### config.mk
export PLATFORM = sky130hd
export DESIGN_NAME = sac_adc_top
export DESIGN_NICKNAME = d
export VERILOG_FILES = /design/src/hdl/sac_pkg.sv /design/src/hdl/sac_sar_core.sv /design/src/hdl/sac_adc_top.sv
export SDC_FILE = /design/constraint.sdc
export NUM_CORES = 1
export LEC_CHECK = 0
export ABC_CLOCK_PERIOD_IN_PS = 4300
export BUFFER_PORTS_ARGS = -buffer_cell sky130_fd_sc_hd__buf_2
export CAP_MARGIN = 20
export CELL_PAD_IN_SITES_DETAIL_PLACEMENT = 0
export CELL_PAD_IN_SITES_GLOBAL_PLACEMENT = 1
export CORE_MARGIN = 2
export CORE_UTILIZATION = 41
export DETAILED_ROUTE_END_ITERATION = 8
export GPL_TIMING_DRIVEN = 0
export MAX_ROUTING_LAYER = met4
export PLACE_DENSITY_LB_ADDON = 0.1
export SYNTH_ARGS = -nofsm -noshare
export SYNTH_HDL_FRONTEND = slang
export SYNTH_HIERARCHICAL = 1
export SYNTH_SLANG_ARGS = --single-unit
### constraint.sdc
create_clock -name REF_CLK -period 4.3 [get_ports REF_CLK]
set_input_delay 0.645 -clock REF_CLK [delete_from_list [all_inputs] [get_ports REF_CLK]]
set_output_delay 0.645 -clock REF_CLK [all_outputs]
set_load 0.05 [all_outputs]
### src/hdl/sac_pkg.sv
`default_nettype none
package sac_pkg;
    // ************************************
    // Register map (byte addresses)
    // ************************************
    localparam int ADR_W = 8;
    localparam logic [7:0] OFF_CTL = 8'h00;
    localparam logic [7:0] OFF_RES = 8'h04;
    localparam logic [7:0] OFF_IST = 8'h08;
    localparam logic [7:0] OFF_IMK = 8'h0C;

    // ************************************
    // Status and control fields
    // ************************************
    localparam int CC_BIT = 7;
    localparam int RC_BIT = 6;
    localparam int ON_BIT = 5;
    localparam int CH_LSB = 0;
    localparam int CH_W = 3;
    localparam logic [2:0] CH_RESET = 3'h0;
    localparam logic [2:0] CH_EXT0 = 3'h0;
    localparam logic [2:0] CH_EXT1 = 3'h1;
    localparam int PA_EXT0_BIT = 4;
    localparam int PA_EXT1_BIT = 5;

    // ************************************
    // Interrupt status bits
    // ************************************
    localparam int IRQ_W = 2;
    localparam int IRQ_DONE = 0;
    localparam int IRQ_ABORT = 1;

    // ************************************
    // Timing
    // ************************************
    localparam int RES_W = 8;
    localparam int STEP_W = 5;
    localparam logic [4:0] LAST_STEP = 5'h1F;
    localparam int RESTART_CYCLES = 256;
    localparam int SETTLE_W = 16;
endpackage
`default_nettype wire

### src/hdl/sac_sar_core.sv
`timescale 1ns/1ns
`default_nettype none
module sac_sar_core
(
    input wire logic clk,
    input wire logic rst,
    input wire logic tick,
    input wire logic start,
    input wire logic abort,
    input wire logic comp_in,
    output logic [sac_pkg::RES_W-1:0] dac_code,
    output logic sample_hold,
    output logic done,
    output logic [sac_pkg::RES_W-1:0] result
);
    typedef struct packed {
        logic busy;
        logic [sac_pkg::STEP_W-1:0] step;
        logic [sac_pkg::RES_W-1:0] dac;
        logic [sac_pkg::RES_W-1:0] sar;
        logic [sac_pkg::RES_W-1:0] result;
        logic sample;
        logic done;
    } sac_core_t;

    sac_core_t st_reg;
    sac_core_t st_next;

    function automatic logic [sac_pkg::RES_W-1:0] trial_mask(input logic [4:0] step);
        trial_mask = 8'h80 >> step[4:2];
    endfunction

    always_comb
    begin
        st_next = st_reg;
        st_next.sample = 1'b0;
        st_next.done = 1'b0;
        if (abort)
        begin
            st_next.busy = 1'b0;
            st_next.step = '0;
            st_next.dac = '0;
            st_next.sar = '0;
        end
        else if (start)
        begin
            st_next.busy = 1'b1;
            st_next.step = '0;
            st_next.dac = '0;
            st_next.sar = '0;
        end
        else if (st_reg.busy && tick)
        begin
            // Sample once, then hold it for all eight trials
            if (st_reg.step == '0)
            begin
                st_next.sample = 1'b1;
            end
            if (st_reg.step[1:0] == 2'b01)
            begin
                st_next.dac = st_reg.sar | trial_mask(st_reg.step);
            end
            // Comparator high keeps the trial bit; at full scale all bits stay
            if (st_reg.step[1:0] == 2'b11 && comp_in)
            begin
                st_next.sar = st_reg.dac;
            end
            if (st_reg.step == sac_pkg::LAST_STEP)
            begin
                st_next.result = comp_in ? st_reg.dac : st_reg.sar;
                st_next.done = 1'b1;
                st_next.sar = '0;
                st_next.step = '0;
            end
            else
            begin
                st_next.step = st_reg.step + 5'h01;
            end
        end
    end

    always_ff @(posedge clk)
    begin
        if (rst)
        begin
            st_reg <= '0;
        end
        else
        begin
            st_reg <= st_next;
        end
    end

    assign dac_code = st_reg.dac;
    assign sample_hold = st_reg.sample;
    assign done = st_reg.done;
    assign result = st_reg.result;
endmodule // sac_sar_core
`default_nettype wire

### src/hdl/sac_adc_top.sv
// Summary of operation
// - The converter builds an 8-bit code by successive approximation against a trial level.
// - Full-scale input gives all ones, ground gives all zeros, overrange saturates silently.
// - One conversion takes exactly 32 converter clock ticks on the bus clock.
// - Below 1 MHz bus clock software selects the RC oscillator to clock the converter.
// - With the RC oscillator, completion is signalled by the complete flag that software polls.
// - The input is sampled once at the start of each conversion and then held.
// - A multiplexer routes one of two external inputs, shared with port A bits 4 and 5.
// - The converter keeps running normally during wait mode.
// - Stop mode halts the converter and aborts any conversion in progress.
// - After stop a built-in restart delay lets the converter settle before converting.
// - The complete flag sets on a result and clears on channel write, result read or power off.
// - Conversions repeat every 32 ticks, overwriting the result, until control is rewritten.
// - Channel codes 0 and 1 pick external inputs, 4 to 6 references, others are undefined.
// - With the converter on and a shared channel selected, the pin reads zero or its latch.
//
// Our own choices: the address map and the Wishbone slave port.
`timescale 1ns/1ns
`default_nettype none
module sac_adc_top
#(
    parameter int RESTART_CYCLES = sac_pkg::RESTART_CYCLES
)
(
    input wire logic REF_CLK,
    input wire logic RST,
    input wire logic WB_CYC_I,
    input wire logic WB_STB_I,
    input wire logic WB_WE_I,
    input wire logic [sac_pkg::ADR_W-1:0] WB_ADR_I,
    input wire logic [3:0] WB_SEL_I,
    input wire logic [31:0] WB_DAT_I,
    output logic WB_ACK_O,
    output logic [31:0] WB_DAT_O,
    output logic IRQ,
    input wire logic RC_OSC_CLK,
    input wire logic STOP_MODE,
    input wire logic COMP_IN,
    output logic [7:0] DAC_CODE,
    output logic SAMPLE_HOLD,
    output logic [2:0] MUX_SEL,
    output logic ANALOG_EN,
    output logic RC_OSC_EN,
    input wire logic [7:0] PORTA_PIN,
    input wire logic [7:0] PORTA_DDR,
    input wire logic [7:0] PORTA_LATCH,
    output logic [7:0] PORTA_READ
);
    // ************************************
    // State
    // ************************************
    typedef struct packed {
        logic rc_sel;
        logic power_on;
        logic [sac_pkg::CH_W-1:0] channel;
        logic cc;
        logic [sac_pkg::IRQ_W-1:0] ist;
        logic [sac_pkg::IRQ_W-1:0] imk;
        logic irq;
        logic ack;
        logic [31:0] dat;
        logic rc_s1;
        logic rc_s2;
        logic rc_prev;
        logic start;
        logic pend;
        logic stopped;
        logic [sac_pkg::SETTLE_W-1:0] settle;
        logic [2:0] mux;
        logic aen;
        logic rcen;
        logic [7:0] porta;
    } sac_top_t;

    sac_top_t st_reg;
    sac_top_t st_next;

    logic core_tick;
    logic core_abort;
    logic core_done;
    logic [7:0] core_result;
    logic wb_req;
    logic wb_commit;
    logic [7:0] ctl_view;
    logic ctl_write;

    function automatic logic is_shared(input logic [2:0] ch, input logic [2:0] code);
        is_shared = (ch == code);
    endfunction

    // RC clock edge: first flop feeds only the second
    assign core_tick = st_reg.rc_sel ? (st_reg.rc_s2 & ~st_reg.rc_prev) : 1'b1;
    assign core_abort = ~st_reg.power_on | STOP_MODE | st_reg.stopped;
    assign wb_req = WB_CYC_I & WB_STB_I;
    assign wb_commit = wb_req & st_reg.ack;
    assign ctl_write = wb_commit & WB_WE_I & WB_SEL_I[0] & (WB_ADR_I == sac_pkg::OFF_CTL);
    assign ctl_view = {st_reg.cc, st_reg.rc_sel, st_reg.power_on, 2'b00, st_reg.channel};

    sac_sar_core u_core
    (
        .clk(REF_CLK),
        .rst(RST),
        .tick(core_tick),
        .start(st_reg.start),
        .abort(core_abort),
        .comp_in(COMP_IN),
        .dac_code(DAC_CODE),
        .sample_hold(SAMPLE_HOLD),
        .done(core_done),
        .result(core_result)
    );

    always_comb
    begin
        st_next = st_reg;
        st_next.start = 1'b0;
        // ************************************
        // Synchronizer
        // ************************************
        st_next.rc_s1 = RC_OSC_CLK;
        st_next.rc_s2 = st_reg.rc_s1;
        st_next.rc_prev = st_reg.rc_s2;

        // ************************************
        // Bus slave
        // ************************************
        // Ack one cycle after request; write lands on the edge that sees ack
        st_next.ack = wb_req & ~st_reg.ack;
        if (wb_req && !st_reg.ack)
        begin
            unique case (WB_ADR_I)
                sac_pkg::OFF_CTL: st_next.dat = {24'h00_0000, ctl_view};
                sac_pkg::OFF_RES: st_next.dat = {24'h00_0000, core_result};
                sac_pkg::OFF_IST: st_next.dat = {30'h0000_0000, st_reg.ist};
                sac_pkg::OFF_IMK: st_next.dat = {30'h0000_0000, st_reg.imk};
                default: st_next.dat = 32'h0000_0000;
            endcase
        end
        if (wb_commit && !WB_WE_I && WB_ADR_I == sac_pkg::OFF_RES)
        begin
            st_next.cc = 1'b0;
        end
        if (wb_commit && WB_WE_I && WB_SEL_I[0])
        begin
            unique case (WB_ADR_I)
                sac_pkg::OFF_CTL:
                begin
                    st_next.rc_sel = WB_DAT_I[sac_pkg::RC_BIT];
                    st_next.power_on = WB_DAT_I[sac_pkg::ON_BIT];
                    st_next.channel = WB_DAT_I[sac_pkg::CH_LSB +: sac_pkg::CH_W];
                    st_next.cc = 1'b0;
                    // A control write with the power bit set restarts continuous conversion
                    st_next.pend = WB_DAT_I[sac_pkg::ON_BIT];
                end
                sac_pkg::OFF_IST: st_next.ist = st_reg.ist & ~WB_DAT_I[sac_pkg::IRQ_W-1:0];
                sac_pkg::OFF_IMK: st_next.imk = WB_DAT_I[sac_pkg::IRQ_W-1:0];
                default: st_next.imk = st_reg.imk;
            endcase
        end
        if (!st_next.power_on)
        begin
            st_next.cc = 1'b0;
            st_next.pend = 1'b0;
        end

        // ************************************
        // Stop and restart delay
        // ************************************
        // Wait mode has no input here: the converter simply keeps going
        if (STOP_MODE)
        begin
            // Powered means converting: a power-on write starts a run, except one made in the last cycle of stop mode while power was off
            if (!st_reg.stopped && st_reg.power_on)
            begin
                st_next.ist[sac_pkg::IRQ_ABORT] = 1'b1;
            end
            st_next.stopped = 1'b1;
            st_next.settle = 16'(RESTART_CYCLES);
            st_next.pend = st_reg.power_on;
        end
        else if (st_reg.stopped)
        begin
            if (st_reg.settle == '0)
            begin
                st_next.stopped = 1'b0;
            end
            else
            begin
                st_next.settle = st_reg.settle - 16'h0001;
            end
        end
        else if (st_next.pend)
        begin
            st_next.start = 1'b1;
            st_next.pend = 1'b0;
        end

        // ************************************
        // Completion; set wins over the result-read clear
        // ************************************
        // Done of a run cut short by a control write belongs to the old channel
        if (core_done && !core_abort && !st_reg.start && !ctl_write)
        begin
            st_next.cc = 1'b1;
            st_next.ist[sac_pkg::IRQ_DONE] = 1'b1;
        end
        st_next.irq = |(st_next.ist & st_next.imk);

        // ************************************
        // Analog controls and port A view
        // ************************************
        st_next.mux = st_next.channel;
        st_next.aen = st_next.power_on & ~STOP_MODE;
        // Oscillator left to software; only stop forces it off
        st_next.rcen = st_next.rc_sel & ~STOP_MODE;
        st_next.porta = PORTA_PIN;
        for (int i = 0; i < 8; i++)
        begin
            if (PORTA_DDR[i])
            begin
                st_next.porta[i] = PORTA_LATCH[i];
            end
        end
        if (st_next.power_on && !PORTA_DDR[sac_pkg::PA_EXT0_BIT]
            && is_shared(st_next.channel, sac_pkg::CH_EXT0))
        begin
            st_next.porta[sac_pkg::PA_EXT0_BIT] = 1'b0;
        end
        if (st_next.power_on && !PORTA_DDR[sac_pkg::PA_EXT1_BIT]
            && is_shared(st_next.channel, sac_pkg::CH_EXT1))
        begin
            st_next.porta[sac_pkg::PA_EXT1_BIT] = 1'b0;
        end
    end

    always_ff @(posedge REF_CLK)
    begin
        if (RST)
        begin
            st_reg <= '0;
        end
        else
        begin
            st_reg <= st_next;
        end
    end

    assign WB_ACK_O = st_reg.ack;
    assign WB_DAT_O = st_reg.dat;
    assign IRQ = st_reg.irq;
    assign MUX_SEL = st_reg.mux;
    assign ANALOG_EN = st_reg.aen;
    assign RC_OSC_EN = st_reg.rcen;
    assign PORTA_READ = st_reg.porta;
endmodule // sac_adc_top
`default_nettype wire

==> impl_metrics.json <==
{
  "setup_ws_ps": 1920,
  "place_congestion": 0.847,
  "yosys_warnings": 6,
  "wire_per_inst_um": 13.5,
  "slowest_delay_ps": 800,
  "synth_area_um2": 4300,
  "synth_edf_count": 0,
  "vias_per_cell": 5.06,
  "crit_buf_inv": 1,
  "largest_reg_flops": 24,
  "cpMaxStageDelayCell": "nor4_1",
  "ys_ff_latch": 84,
  "p_leak_nw": 2.21,
  "post-dp-hpwl_um": 7250,
  "core-area_um2": 10300,
  "p_per_area_nw_per_um2": 312,
  "status": "finished, final reports clean",
  "min_path_type": "flip-flop to flip-flop",
  "area_growth_pct": 18.9,
  "final_common_cell": "dfxtp_1",
  "drtIter0Drc": 149,
  "path_cells": "or4_1 > clkbuf_1 > nor4_1 > o21ai_0 > a21oi_1",
  "tightest_slew_ps": 920,
  "rsz0062_at_grt": "false",
  "synth_area_leaders": "dfxtp_1, buf_4, mux2i_1",
  "cts_buffers": 9,
  "crit_path_end_kind": "flip-flop",
  "vias": 3756,
  "ioPinCount": 132,
  "die-height_um": 106,
  "detail-route-antenna-nets": 0,
  "root_buffer": "clkbuf_8",
  "period_share_pct": 55.4,
  "crit_family": "simple AND/OR/NAND/NOR gates",
  "htreeDepth": 3,
  "fp.dieW_um": 106,
  "crit_path_start_kind": "flip-flop",
  "critPathArrivalTime_ps": 2660,
  "post-cts-setup-buffers": 0,
  "synth_ff_type": "dfxtp_1",
  "numPortBuffers": 76,
  "worst-setup-path-type": "flip-flop to flip-flop",
  "avgSynthCellArea_um2": 8.77,
  "clockBufferDepth": 2,
  "final_cell_area_um2": 5120,
  "setup_violations": 0,
  "antenna_cells": 0,
  "maxSlewHeadroom_pct": 38.1,
  "cts.clk_slew.worst_paths_ps": 90,
  "max-vdd-ir-drop_mv": 0.169,
  "final_cell_mix": "dfxtp_1, buf_2, buf_4",
  "cts-resized-gates": 0,
  "holdBufCountCts": 0,
  "dp_slack_ps": 1820,
  "hold_slack_ps": 429,
  "first_global_vias": 3343,
  "drt-total-wl_um": 9990,
  "maxCapViolCount": 0,
  "final_max_slew_viol_count": 0,
  "cts_tree": "yes",
  "antenna_found_initial": 0,
  "grt_max_degree": 16,
  "clk_latency_ps": 360,
  "critPathMaxFanout": 8,
  "drc_errors": 0,
  "setup_tns_ps": 0,
  "grt_pass1_wl_um": 16300,
  "synth_cells": 491,
  "grt_overflow_total": 0,
  "cp.required_ps": 4580,
  "ys_types": 52,
  "num_rows": 37,
  "nNetsFinal": 684,
  "drt_pass1_iterations": 4,
  "grt_usage_pct": 18.3,
  "finalCriticalPeriod_ps": 2380,
  "yosysTopAreaCell": "dfxtp_1",
  "fmax_mhz": 420,
  "place_area_um2": 4940,
  "synth_top_cell_area_share_pct": 39.1,
  "final_hold_viol_count": 0,
  "finClkSkew_ps": 16.6,
  "drive_gt1_share_pct": 30.2,
  "die_area_um2": 11300,
  "ys_seq_area_share_pct": 39.1,
  "clock-sinks": 84,
  "initial_core_util_pct": 41.9,
  "ys_async_sr_fraction_pct": 0
}
stage by stage:
stage	util (%)	power [W]	cells
finish	49.8	0.00160	742
detailed placement	48.1	0.00110	726
global route	49.8	0.00167	742
global placement	48.1	0.00110	726
floorplan	-	0.00104	514
CTS	49.8	0.00161	742
cells in the mapped netlist (all sizes together), types with 3 or more instances:
master  number
a311oi       7
nor2        46
mux2         4
nand4       12
or2          5
nand3       10
o31ai        8
and3         4
a21oi       38
clkbuf      14
nor4         7
mux2i       23
or3         16
o32ai        3
a31oi        4
dfxtp       84
o21ai       25
or4         15
o41ai        3
nor2b        7
nand2       15
nand2b       3
buf         69
a22oi        6
inv         17
nor3        16
ha           7
kinds of logic after synthesis:
logic type / count (synthesis) / share of synthesized area [%]
AND/OR/NAND/NOR: 167 / 21.6
AO/OA/AOI/OAI: 102 / 15.1
buffers and inverters: 101 / 14.7
flip-flops: 84 / 39.1
multiplexers: 29 / 7.44
adder cells (fa/ha/maj): 7 / 2.03
other: 1 / 0.0871
worst paths after layout:
path / from / end / slack [ps] / depth (start not counted)
worst min-delay path: st_next[32]$_SDFF_PP0_ / st_reg[32]$_SDFF_PP0_ / 430 / 2
worst max-delay path: st_reg[23]$_SDFFE_PP0P_ / st_reg[19]$_SDFFE_PP0P_ / 1920 / 5
worst min register to register: st_next[32]$_SDFF_PP0_ / st_reg[32]$_SDFF_PP0_ / 430 / 2
worst max register to register: st_reg[23]$_SDFFE_PP0P_ / st_reg[19]$_SDFFE_PP0P_ / 1920 / 5
final cells by class:
cell class              count  area [um^2]
flip-flops and latches     84         1680
well taps                 136          170
inverters                  18         67.6
plain buffers              83          563
repair buffers             76          380
clock buffers               9          124
multi-input cells         329         2080
clock inverters             7         51.3
fillers                  1018         5160
metal layers:
layer | vias up | GRT usage, % | part of all wire, %
met3 | 13 | 3.37 | 5.8
met1 | 1708 | 24.7 | 48
met4 | 0 | 7.05 | 1.6
met5 | - | - | 0
li1 | 1919 | - | -
met2 | 116 | 27.4 | 45
report_power, final:
| part | leakage (nW) | internal [W] | total, W | switching (W) |
|---|---|---|---|---|
| logic | 1.44 | 0.0000983 | 0.000276 | 0.000178 |
| registers | 0.680 | 0.000794 | 0.000806 | 0.0000125 |
| clock network | 0.0856 | 0.000212 | 0.000514 | 0.000302 |
tightest hold or removal path: stages, from the launching register on:
cell and delay (ps):
dfxtp_1 300, inv_1 50, nor2_1 40
(Power assumes the default switching activity.)
